==> config.mk <==
export PLATFORM = sky130hd
export DESIGN_NAME = meas_setup
export DESIGN_NICKNAME = d
export VERILOG_FILES = /design/src/inc/meas_setup_pkg.sv /design/src/design/meas_setup.sv
export SDC_FILE = /design/constraint.sdc
export NUM_CORES = 1
export LEC_CHECK = 0
export BUFFER_PORTS_ARGS = -buffer_cell sky130_fd_sc_hd__buf_2
export CORE_MARGIN = 2
export CORE_UTILIZATION = 66
export CTS_CLUSTER_DIAMETER = 120
export DETAILED_ROUTE_END_ITERATION = 7
export PLACE_DENSITY = 0.87
export SYNTH_ARGS = -nofsm -noshare
export SYNTH_HDL_FRONTEND = slang
export SYNTH_SLANG_ARGS = --single-unit
==> constraint.sdc <==
create_clock -name pclk -period 5.2 [get_ports pclk]
set_input_delay 1.3 -clock pclk [delete_from_list [all_inputs] [get_ports pclk]]
set_output_delay 1.3 -clock pclk [all_outputs]
set_load 0.01 [all_outputs]
==> src/inc/meas_setup_pkg.sv <==
// constants, register map and types for the measuring-time and device setup block
`default_nettype none
package meas_setup_pkg;
  // ------------------------------------------------------------------
  // clock and time bases
  // ------------------------------------------------------------------
  localparam int unsigned CLK_HZ = 10_000_000;
  localparam int unsigned TENTH_MS = 100;
  localparam int unsigned TENTH_CYCLES = CLK_HZ / 1000 * TENTH_MS;
  localparam int unsigned TENTHS_PER_SEC = 10;
  localparam logic [15:0] TIMER_WRAP = 16'hea60;
  localparam int unsigned CONV_RATE_DEFAULT_HZ = 10;

  // ------------------------------------------------------------------
  // register offsets (byte addresses)
  // ------------------------------------------------------------------
  localparam logic [7:0] CTRL_ADDR = 8'h00;
  localparam logic [7:0] STATUS_ADDR = 8'h04;
  localparam logic [7:0] RUN_TIME_ADDR = 8'h08;
  localparam logic [7:0] RUN_LIMIT_ADDR = 8'h0c;
  localparam logic [7:0] CLOCK_TIME_ADDR = 8'h10;
  localparam logic [7:0] CALENDAR_ADDR = 8'h14;
  localparam logic [7:0] SERIAL_ADDR = 8'h18;
  localparam logic [7:0] STATION_ADDR = 8'h1c;
  localparam logic [7:0] SETTINGS_ADDR = 8'h20;
  localparam logic [7:0] TIMER_ADDR = 8'h24;
  localparam logic [7:0] SCAN_ADDR = 8'h28;
  localparam logic [7:0] MATCH_ADDR = 8'h2c;
  localparam logic [7:0] PORT_MAP_ADDR = 8'h30;
  localparam logic [7:0] MODULES_ADDR = 8'h34;

  // ctrl bits
  localparam int CTRL_START_BIT = 0;
  localparam int CTRL_STOP_BIT = 1;
  localparam int CTRL_CLEAR_AT_START_BIT = 2;
  localparam int CTRL_CLEAR_RUN_TIME_BIT = 3;
  localparam int CTRL_CONTINUOUS_BIT = 4;
  localparam int CTRL_TIMER_START_BIT = 5;
  localparam int CTRL_TIMER_STOP_BIT = 6;
  localparam int CTRL_TIMER_ZERO_BIT = 7;
  localparam int CTRL_TIMER_TENTHS_BIT = 8;
  localparam int CTRL_TIMER_OUT_BIT = 9;

  // ------------------------------------------------------------------
  // reset values and encodings
  // ------------------------------------------------------------------
  localparam logic [3:0] SPEED_150 = 4'h0;
  localparam logic [3:0] SPEED_9600 = 4'h6;
  localparam logic [3:0] SPEED_115200 = 4'h8;
  localparam logic [6:0] STATION_DEFAULT = 7'h00;
  localparam logic [6:0] STATION_MAX = 7'h63;
  localparam logic [6:0] DEADBAND_DEFAULT = 7'h0a;
  localparam logic [6:0] DEADBAND_MAX = 7'h63;
  localparam logic [3:0] BRIGHT_MAX = 4'h9;
  localparam logic [3:0] BRIGHT_DEFAULT = 4'h9;
  localparam logic [1:0] FEED_DEFAULT = 2'h2;
  localparam logic [1:0] LANG_DEFAULT = 2'h1;
  localparam logic [7:0] CHAN_MASK_DEFAULT = 8'h01;
  localparam logic [7:0] PORT_MAP_INTERNAL = 8'hc3;
  localparam logic [4:0] SOCKET2_BASE = 5'h0a;
  localparam logic [4:0] SOCKET3_BASE = 5'h14;
  localparam logic [31:0] UNMAPPED_DATA = 32'h0000_0000;

  typedef enum logic [1:0] {FEED_6V, FEED_9V, FEED_12V} feed_level_t;
  typedef enum logic [1:0] {LANG_GERMAN, LANG_ENGLISH, LANG_FRENCH} menu_lang_t;
  typedef enum {SCAN_PREFERRED, SCAN_OTHER} scan_phase_t;
endpackage
`default_nettype wire

==> src/design/meas_setup.sv <==
// measuring-time counters, scan sequencer and device settings behind an apb slave
//
// Operation
// - continuous scan samples every active channel equally in strict rotation
// - semi-continuous scan puts the selected channel on every second conversion
// - with clear-at-start on, elapsed run time zeroes at each run start
// - nonzero run length limit stops the run when elapsed time reaches it
// - timer channel counts whole seconds, or tenths when exponent is minus one
// - timer channel wraps to zero at sixty thousand and keeps counting
// - limit-violation actions may start, stop, output or zero the timer channel
// - time and date taken as six digits, held in battery-backed calendar; here plain registers, zeroed at reset and never advanced
// - serial rate defaults to 9600 baud
// - serial rate offers 150 to 9600 baud plus 57.6 and 115.2 kbaud
// - chosen serial rate is written to storage on the interface module
// - serial frame is fixed at eight data bits, one stop, no parity
// - answer only commands that carry this station's own number
// - display brightness has ten steps from 10 to 100 percent
// - global alarm deadband 0 to 99 digits, default 10
// - sensor feed level offers about 6, 9 or 12 volts
// - menu language offers German, English and French
// - sockets own ten ports each; internal socket uses ports 0, 1, 6, 7
// - attached output modules are detected and listed automatically
//
// The address map and the APB slave port are this design's own decisions.
`default_nettype none
module meas_setup
  import meas_setup_pkg::*;
(
  input wire logic pclk,
  input wire logic presetn,
  input wire logic psel,
  input wire logic penable,
  input wire logic pwrite,
  input wire logic [7:0] paddr,
  input wire logic [31:0] pwdata,
  input wire logic [3:0] pstrb,
  output logic [31:0] prdata,
  output logic pready,
  output logic pslverr,
  input wire logic conv_done,
  input wire logic limit_start,
  input wire logic limit_stop,
  input wire logic limit_output,
  input wire logic limit_zero,
  input wire logic [6:0] cmd_station,
  input wire logic cmd_valid,
  input wire logic [2:0] module_present,
  output logic [2:0] scan_channel,
  output logic run_active,
  output logic cmd_accept,
  output logic timer_out_strobe,
  output logic [15:0] timer_out_value,
  output logic speed_store,
  output logic [3:0] serial_speed_select,
  output logic [1:0] frame_format
);

  typedef struct packed {
    logic running;
    logic clear_at_start;
    logic continuous;
    logic [7:0] chan_mask;
    logic [2:0] selected;
    logic [2:0] scan_ptr;
    logic [2:0] scan_out;
    scan_phase_t phase;
    logic [19:0] tick_div;
    logic [3:0] tenth_cnt;
    logic [16:0] elapsed_run_time;
    logic [16:0] run_length_limit;
    logic [23:0] clock_time_entry;
    logic [23:0] calendar_entry;
    logic [3:0] serial_speed_select;
    logic speed_store;
    logic [6:0] network_station_number;
    logic [3:0] display_brightness_step;
    logic [6:0] alarm_deadband;
    logic [1:0] sensor_feed_level;
    logic [1:0] menu_language_choice;
    logic timer_run;
    logic timer_tenths;
    logic [15:0] timer_count;
    logic [3:0] timer_sub;
    logic timer_out_strobe;
    logic [15:0] timer_out_value;
    logic cmd_accept;
    logic [2:0] mod_s1;
    logic [2:0] mod_s2;
    logic [31:0] prdata;
  } state_t;

  state_t q;
  state_t n;

  // ------------------------------------------------------------------
  // helpers
  // ------------------------------------------------------------------
  function automatic logic [2:0] next_active(input logic [7:0] mask, input logic [2:0] from,
                                             input logic [2:0] skip, input logic use_skip);
    logic [2:0] cand;
    logic [2:0] pick;
    logic found;
    cand = from;
    pick = from;
    found = 1'b0;
    for (int i = 1; i <= 8; i++) begin
      cand = 3'(from + 3'(i));
      if (!found && mask[cand] && !(use_skip && cand == skip)) begin
        pick = cand;
        found = 1'b1;
      end
    end
    if (!found) begin
      pick = skip;
    end
    return pick;
  endfunction

  function automatic logic [16:0] hms_to_sec(input logic [23:0] hms);
    return 17'(hms[23:16]) * 17'd3600 + 17'(hms[15:8]) * 17'd60 + 17'(hms[7:0]);
  endfunction

  function automatic logic valid_speed(input logic [3:0] s);
    return s <= SPEED_115200;
  endfunction

  // ------------------------------------------------------------------
  // apb access decode and control write pulses
  // ------------------------------------------------------------------
  logic wr_en;
  logic rd_en;
  logic sec_tick;
  logic run_start;
  logic run_stop;
  logic [31:0] ctrl_w;

  assign wr_en = psel && penable && pwrite;
  assign rd_en = psel && !penable && !pwrite;
  // partial strobes must not fire the control pulses either
  assign ctrl_w = (wr_en && pstrb == 4'hf && paddr == CTRL_ADDR) ? pwdata : 32'h0000_0000;
  assign run_start = ctrl_w[CTRL_START_BIT] && !q.running;
  assign run_stop = ctrl_w[CTRL_STOP_BIT];

  always_comb begin
    n = q;
    n.speed_store = 1'b0;
    n.timer_out_strobe = 1'b0;
    n.cmd_accept = 1'b0;
    n.mod_s1 = module_present;
    n.mod_s2 = q.mod_s1;
    sec_tick = 1'b0;

    // ----------------------------------------------------------------
    // tenth-second divider; seconds from ten tenths
    // ----------------------------------------------------------------
    if (q.tick_div == 20'(TENTH_CYCLES - 1)) begin
      n.tick_div = 20'h00000;
      if (q.tenth_cnt == 4'(TENTHS_PER_SEC - 1)) begin
        n.tenth_cnt = 4'h0;
        sec_tick = 1'b1;
      end else begin
        n.tenth_cnt = q.tenth_cnt + 4'h1;
      end
    end else begin
      n.tick_div = q.tick_div + 20'h00001;
    end
    // the timer channel uses its own tenth count so seconds mode is exact
    if (q.tick_div == 20'(TENTH_CYCLES - 1) && q.timer_run) begin
      if (q.timer_tenths || q.timer_sub == 4'(TENTHS_PER_SEC - 1)) begin
        n.timer_sub = 4'h0;
        if (q.timer_count == TIMER_WRAP - 16'h0001) begin
          n.timer_count = 16'h0000;
        end else begin
          n.timer_count = q.timer_count + 16'h0001;
        end
      end else begin
        n.timer_sub = q.timer_sub + 4'h1;
      end
    end

    // ----------------------------------------------------------------
    // run control and elapsed run time
    // ----------------------------------------------------------------
    if (run_start) begin
      n.running = 1'b1;
      if (q.clear_at_start) begin
        n.elapsed_run_time = 17'h00000;
      end
    end else if (run_stop) begin
      n.running = 1'b0;
    end else if (q.running && sec_tick) begin
      n.elapsed_run_time = q.elapsed_run_time + 17'h00001;
      if (q.run_length_limit != 17'h00000
          && q.elapsed_run_time + 17'h00001 >= q.run_length_limit) begin
        n.running = 1'b0;
      end
    end
    if (ctrl_w[CTRL_CLEAR_RUN_TIME_BIT]) begin
      n.elapsed_run_time = 17'h00000;
    end

    // ----------------------------------------------------------------
    // timer channel start, stop, zero, output (keys or limit events)
    // ----------------------------------------------------------------
    if (ctrl_w[CTRL_TIMER_START_BIT] || limit_start) begin
      n.timer_run = 1'b1;
    end
    if (ctrl_w[CTRL_TIMER_STOP_BIT] || limit_stop) begin
      n.timer_run = 1'b0;
    end
    if (ctrl_w[CTRL_TIMER_ZERO_BIT] || limit_zero) begin
      n.timer_count = 16'h0000;
      n.timer_sub = 4'h0;
    end
    if (ctrl_w[CTRL_TIMER_OUT_BIT] || limit_output) begin
      n.timer_out_strobe = 1'b1;
      n.timer_out_value = q.timer_count;
    end

    // ----------------------------------------------------------------
    // scan sequencer, advanced on each finished conversion
    // ----------------------------------------------------------------
    if (conv_done) begin
      if (q.continuous) begin
        n.scan_out = next_active(q.chan_mask, q.scan_out, q.scan_out, 1'b0);
      end else if (q.phase == SCAN_PREFERRED) begin
        // leaving the preferred slot: visit the next other channel
        n.scan_ptr = next_active(q.chan_mask, q.scan_ptr, q.selected, 1'b1);
        n.scan_out = n.scan_ptr;
        n.phase = SCAN_OTHER;
      end else begin
        n.scan_out = q.selected;
        n.phase = SCAN_PREFERRED;
      end
    end

    // ----------------------------------------------------------------
    // station number match
    // ----------------------------------------------------------------
    if (cmd_valid && cmd_station == q.network_station_number) begin
      n.cmd_accept = 1'b1;
    end

    // ----------------------------------------------------------------
    // register writes; out-of-range speed, station and settings values are ignored; run limit is converted to seconds, time and date are taken as written
    // ----------------------------------------------------------------
    if (wr_en && pstrb == 4'hf) begin
      case (paddr)
        CTRL_ADDR: begin
          n.clear_at_start = pwdata[CTRL_CLEAR_AT_START_BIT];
          n.continuous = pwdata[CTRL_CONTINUOUS_BIT];
          n.timer_tenths = pwdata[CTRL_TIMER_TENTHS_BIT];
        end
        RUN_LIMIT_ADDR: begin
          n.run_length_limit = hms_to_sec(pwdata[23:0]);
        end
        CLOCK_TIME_ADDR: begin
          n.clock_time_entry = pwdata[23:0];
        end
        CALENDAR_ADDR: begin
          n.calendar_entry = pwdata[23:0];
        end
        SERIAL_ADDR: begin
          if (valid_speed(pwdata[3:0])) begin
            n.serial_speed_select = pwdata[3:0];
            n.speed_store = 1'b1;
          end
        end
        STATION_ADDR: begin
          if (pwdata[6:0] <= STATION_MAX) begin
            n.network_station_number = pwdata[6:0];
          end
        end
        SETTINGS_ADDR: begin
          if (pwdata[3:0] <= BRIGHT_MAX) begin
            n.display_brightness_step = pwdata[3:0];
          end
          if (pwdata[14:8] <= DEADBAND_MAX) begin
            n.alarm_deadband = pwdata[14:8];
          end
          if (pwdata[17:16] != 2'h3) begin
            n.sensor_feed_level = pwdata[17:16];
          end
          if (pwdata[25:24] != 2'h3) begin
            n.menu_language_choice = pwdata[25:24];
          end
        end
        SCAN_ADDR: begin
          n.chan_mask = pwdata[7:0];
          n.selected = pwdata[10:8];
        end
        default: begin
        end
      endcase
    end

    // ----------------------------------------------------------------
    // register reads, captured in the setup cycle
    // ----------------------------------------------------------------
    if (rd_en) begin
      case (paddr)
        CTRL_ADDR: n.prdata = {22'h000000, 1'b0, q.timer_tenths, 3'h0, q.continuous, 1'b0,
                               q.clear_at_start, 2'h0};
        STATUS_ADDR: n.prdata = {28'h0000000, q.timer_run, q.phase == SCAN_OTHER,
                                 q.continuous, q.running};
        RUN_TIME_ADDR: n.prdata = {15'h0000, q.elapsed_run_time};
        RUN_LIMIT_ADDR: n.prdata = {15'h0000, q.run_length_limit};
        CLOCK_TIME_ADDR: n.prdata = {8'h00, q.clock_time_entry};
        CALENDAR_ADDR: n.prdata = {8'h00, q.calendar_entry};
        SERIAL_ADDR: n.prdata = {28'h0000000, q.serial_speed_select};
        STATION_ADDR: n.prdata = {25'h0000000, q.network_station_number};
        SETTINGS_ADDR: n.prdata = {6'h00, q.menu_language_choice, 6'h00, q.sensor_feed_level,
                                   1'b0, q.alarm_deadband, 4'h0, q.display_brightness_step};
        TIMER_ADDR: n.prdata = {16'h0000, q.timer_count};
        SCAN_ADDR: n.prdata = {21'h000000, q.selected, q.chan_mask};
        MATCH_ADDR: n.prdata = {29'h00000000, q.scan_out};
        PORT_MAP_ADDR: n.prdata = {11'h000, SOCKET3_BASE, 3'h0, SOCKET2_BASE,
                                   PORT_MAP_INTERNAL};
        MODULES_ADDR: n.prdata = {29'h00000000, q.mod_s2};
        default: n.prdata = UNMAPPED_DATA;
      endcase
    end
  end

  // ------------------------------------------------------------------
  // state register
  // ------------------------------------------------------------------
  always_ff @(posedge pclk or negedge presetn) begin
    if (!presetn) begin
      q <= '0;
      q.chan_mask <= CHAN_MASK_DEFAULT;
      q.phase <= SCAN_PREFERRED;
      q.serial_speed_select <= SPEED_9600;
      q.network_station_number <= STATION_DEFAULT;
      q.display_brightness_step <= BRIGHT_DEFAULT;
      q.alarm_deadband <= DEADBAND_DEFAULT;
      q.sensor_feed_level <= FEED_DEFAULT;
      q.menu_language_choice <= LANG_DEFAULT;
    end else begin
      q <= n;
    end
  end

  // ------------------------------------------------------------------
  // outputs; slave always answers in the first access cycle
  // ------------------------------------------------------------------
  assign prdata = q.prdata;
  assign pready = 1'b1;
  assign pslverr = 1'b0;
  assign scan_channel = q.scan_out;
  assign run_active = q.running;
  assign cmd_accept = q.cmd_accept;
  assign timer_out_strobe = q.timer_out_strobe;
  assign timer_out_value = q.timer_out_value;
  assign speed_store = q.speed_store;
  assign serial_speed_select = q.serial_speed_select;
  assign frame_format = 2'h0;

endmodule
`default_nettype wire

==> impl_metrics.csv <==
group,metric,value,unit
layout,fillers,1394,
routing,routed_wl,39600,µm
timing,setup_viol,0,
worst_setup_path,crit_path_end,"q[167]",
cts,cts_root_buf,"clkbuf_16",
worst_setup_path,arrival,5510,ps
die,die_area,23600,µm²
synthesis,yosysTopAreaCellShare,0.367,
grt,antenna_found_initial,0,
die,rows,54,
layout,finalNetCount,1735,
synthesis,syn_area,14800,µm²
routing,drcViolationCount,0,
die,die_w,154,µm
power,total_power,5600,µW
grt,overflow,0,
synthesis,async_flop_share,1.00,
cts,clock_latency,520,ps
synthesis,synth_edf_count,0,
timing,post-route-min-period,5150,ps
synthesis,synthFlopType,"dfrtp_1",
layout,postLayoutCellArea,16400,µm²
synthesis,synth_most_common_cell,"dfrtp_1",
worst_setup_path,r2r_end,"run_active",
timing,timing.fmax,194,MHz
timing,hold_ws,359,ps
worst_setup_path,rr_worst_depth,14,
die,start_util,0.675,
layout,finalNonFillerCells,1853,
placement,dp.cells,1808,
synthesis,yosysWarnings,0,
synthesis,synth.area.top_cells,"dfrtp_1 37%, ha_1 7.6%, mux2_2 7.3%, fa_1 3.3%, buf_4 3.0%",
die,top_level_ports,128,
grt,grt_start_max_net_pins,135,
timing,slew_violations,0,
worst_setup_path,r2r_slack,1410,ps
routing,vias_per_cell,6.62,
routing,ant_nets,0,
worst_setup_path,cp_max_fo,2,
cts,h-tree-depth,1,
routing,wl_per_cell,21.4,µm
grt,grt_use_total,0.333,
grt,first_global_vias,12200,
layout,antenna_cells,0,
timing,tns,0,ps
worst_setup_path,reg2reg_from,"q[170]",
power,ir_drop,0.331,mV
run,maxCapViolCount,0,
placement,io_buffers,111,
worst_setup_path,critPathLaunch,"pwdata[8]",
power,p_per_area,341,nW/µm²
synthesis,ys_ff_latch,226,
cts,clkTransAtPathRegs,60,ps
timing,hold_viol_final,0,
cts,cts_buffers,24,
worst_setup_path,start_kind,"input port",
outcome,status,"complete, no violations",
synthesis,yosys.area.top_type,"dfrtp_1",
layout,seqCellArea,5670,µm²
cts,cts_sinks,226,
routing,drt_first_pass_iters,8,
synthesis,yosys-top-cells-count,"217 x dfrtp_1, 112 x nor2_1, 108 x nand2_1",
timing,rsz0062_at_grt,"yes",
worst_setup_path,timing.setup.critical_path_class,"in -> reg",
die,die_h,154,µm
synthesis,yosysSeqAreaShare,0.383,
worst_setup_path,required,5560,ps
placement,placed_area,15500,µm²
grt,grt_first_pass_wirelength,63900,µm
timing,fin_crit_sh,0.991,
routing,drtIter0Drc,1223,
routing,via_count,12300,
timing,relSlewSlack,0.309,
power,p_leak,0.00786,µW
layout,syn_to_final_growth,11.2,%
placement,place_hpwl,27700,µm
layout,drive_above_1_share,0.237,
synthesis,avgSynthCellArea,10.0,µm²
worst_hold_path,hold_path.class,"reg -> reg",
timing,final.setup_skew,15.8,ps
cts,cts_buffer_depth,3,
placement,gp_routability_congestion,0.932,
synthesis,synth_cells,1471,
synthesis,synthDistinctLibCells,90,
worst_setup_path,end_kind,"register",
layout,multiInputGateArea,8240,µm²
timing,worst_slew_pin_slew,1040,ps
die,coreArea,21900,µm²
cts,tritoncts,"built",
[final cells by class]
cell class,instances,area share
flip-flops and latches,226,0.345
clock inverters,4,0.00304
multi-input cells,1046,0.501
well taps,280,0.0213
repair buffers,177,0.0664
inverters,81,0.0185
clock buffers,39,0.0449
[cells in the final DEF, fill, tap and decap left out, types with 8 or more instances in the layout]
cell / count
dfstp_2: 9
mux2i_1: 14
a22o_1: 15
fa_1: 23
nand3_1: 35
nor2b_1: 11
nand2_1: 108
clkbuf_1: 8
clkbuf_16: 25
inv_1: 80
xor2_1: 38
nand2b_1: 16
nor2_1: 109
a21oi_1: 49
o31ai_1: 12
dfrtp_1: 217
o21ai_1: 9
conb_1: 10
and3_1: 16
mux4_2: 10
a221oi_1: 19
a21oi_2: 9
buf_4: 66
a222oi_1: 9
mux2_2: 96
a211oi_1: 8
a21o_1: 10
buf_2: 107
nor3_1: 11
a22oi_1: 26
a31oi_1: 22
xnor2_1: 51
o21ai_0: 73
ha_1: 86
nand4_1: 23
[cells by family after synthesis]
family          Yosys count  synth area share
flops                   226             0.383
fa+ha+maj               114             0.109
compound gates          326             0.150
xor+xnor                 90            0.0543
mux                     125             0.106
simple gates            381             0.126
other cells               2          0.000508
buf+inv                 207            0.0708
[sequential cells by signal, indices dropped and copies added, names as in the netlist]
register,flops
q,170
scan_channel,3
timer_out_value,16
timer_out_strobe,1
serial_speed_select,4
prdata,26
run_active,1
speed_store,1
n,3
cmd_accept,1
[worst min path at each step]
stage	start	to	slack, ps	depth (start not counted)
finish	n[33]	q[33]	360	0
global route	n[33]	q[33]	380	0
CTS	n[33]	q[33]	360	0
detailed placement	n[32]	q[32]	340	0
global placement	n[34]	q[34]	330	0
floorplan	n[32]	q[32]	330	0
[routing by layer]
metal | vias to the layer above | track usage | part of all wire
met3 | 173 | 0.0564 | 0.091
met2 | 684 | 0.550 | 0.48
met4 | 0 | 0.151 | 0.049
met5 | - | 0 | 0
met1 | 6018 | 0.435 | 0.38
li1 | 5384 | - | -
[power breakdown]
part | leakage [µW] | internal, µW | switching, µW | total (µW)
registers | 0.00299 | 1820 | 115 | 1930
logic | 0.00449 | 965 | 995 | 1960
clock network | 0.000379 | 1020 | 695 | 1710
[through the flow]
step	utilization	worst slack, ps
finish	0.751	48.5
global route	0.751	-122
CTS	0.746	92.8
detailed placement	0.710	-435
global placement	0.710	-287
floorplan	-	-42.3
[critical path: stages]
cell	delay, ps
buf_8	100
fa_1	560
inv_2	40
fa_1	550
fa_2	450
fa_1	490
inv_1	50
ha_1	300
a21oi_1	230
nor2b_1	80
o21a_1	220
o41ai_4	410
o21ai_2	110
o31ai_2	250
xor2_1	240
o21ai_0	100
[what timing repair did]
action | 4_1_cts | 5_1_grt
hold buffers | 0 | 0
gates resized for setup | 0 | 23
buffers inserted | 0 | 2
setup endpoints to repair | 0 | 4
endpoints found under the hold margin | 0 | 0
(Power assumes the default switching activity.)
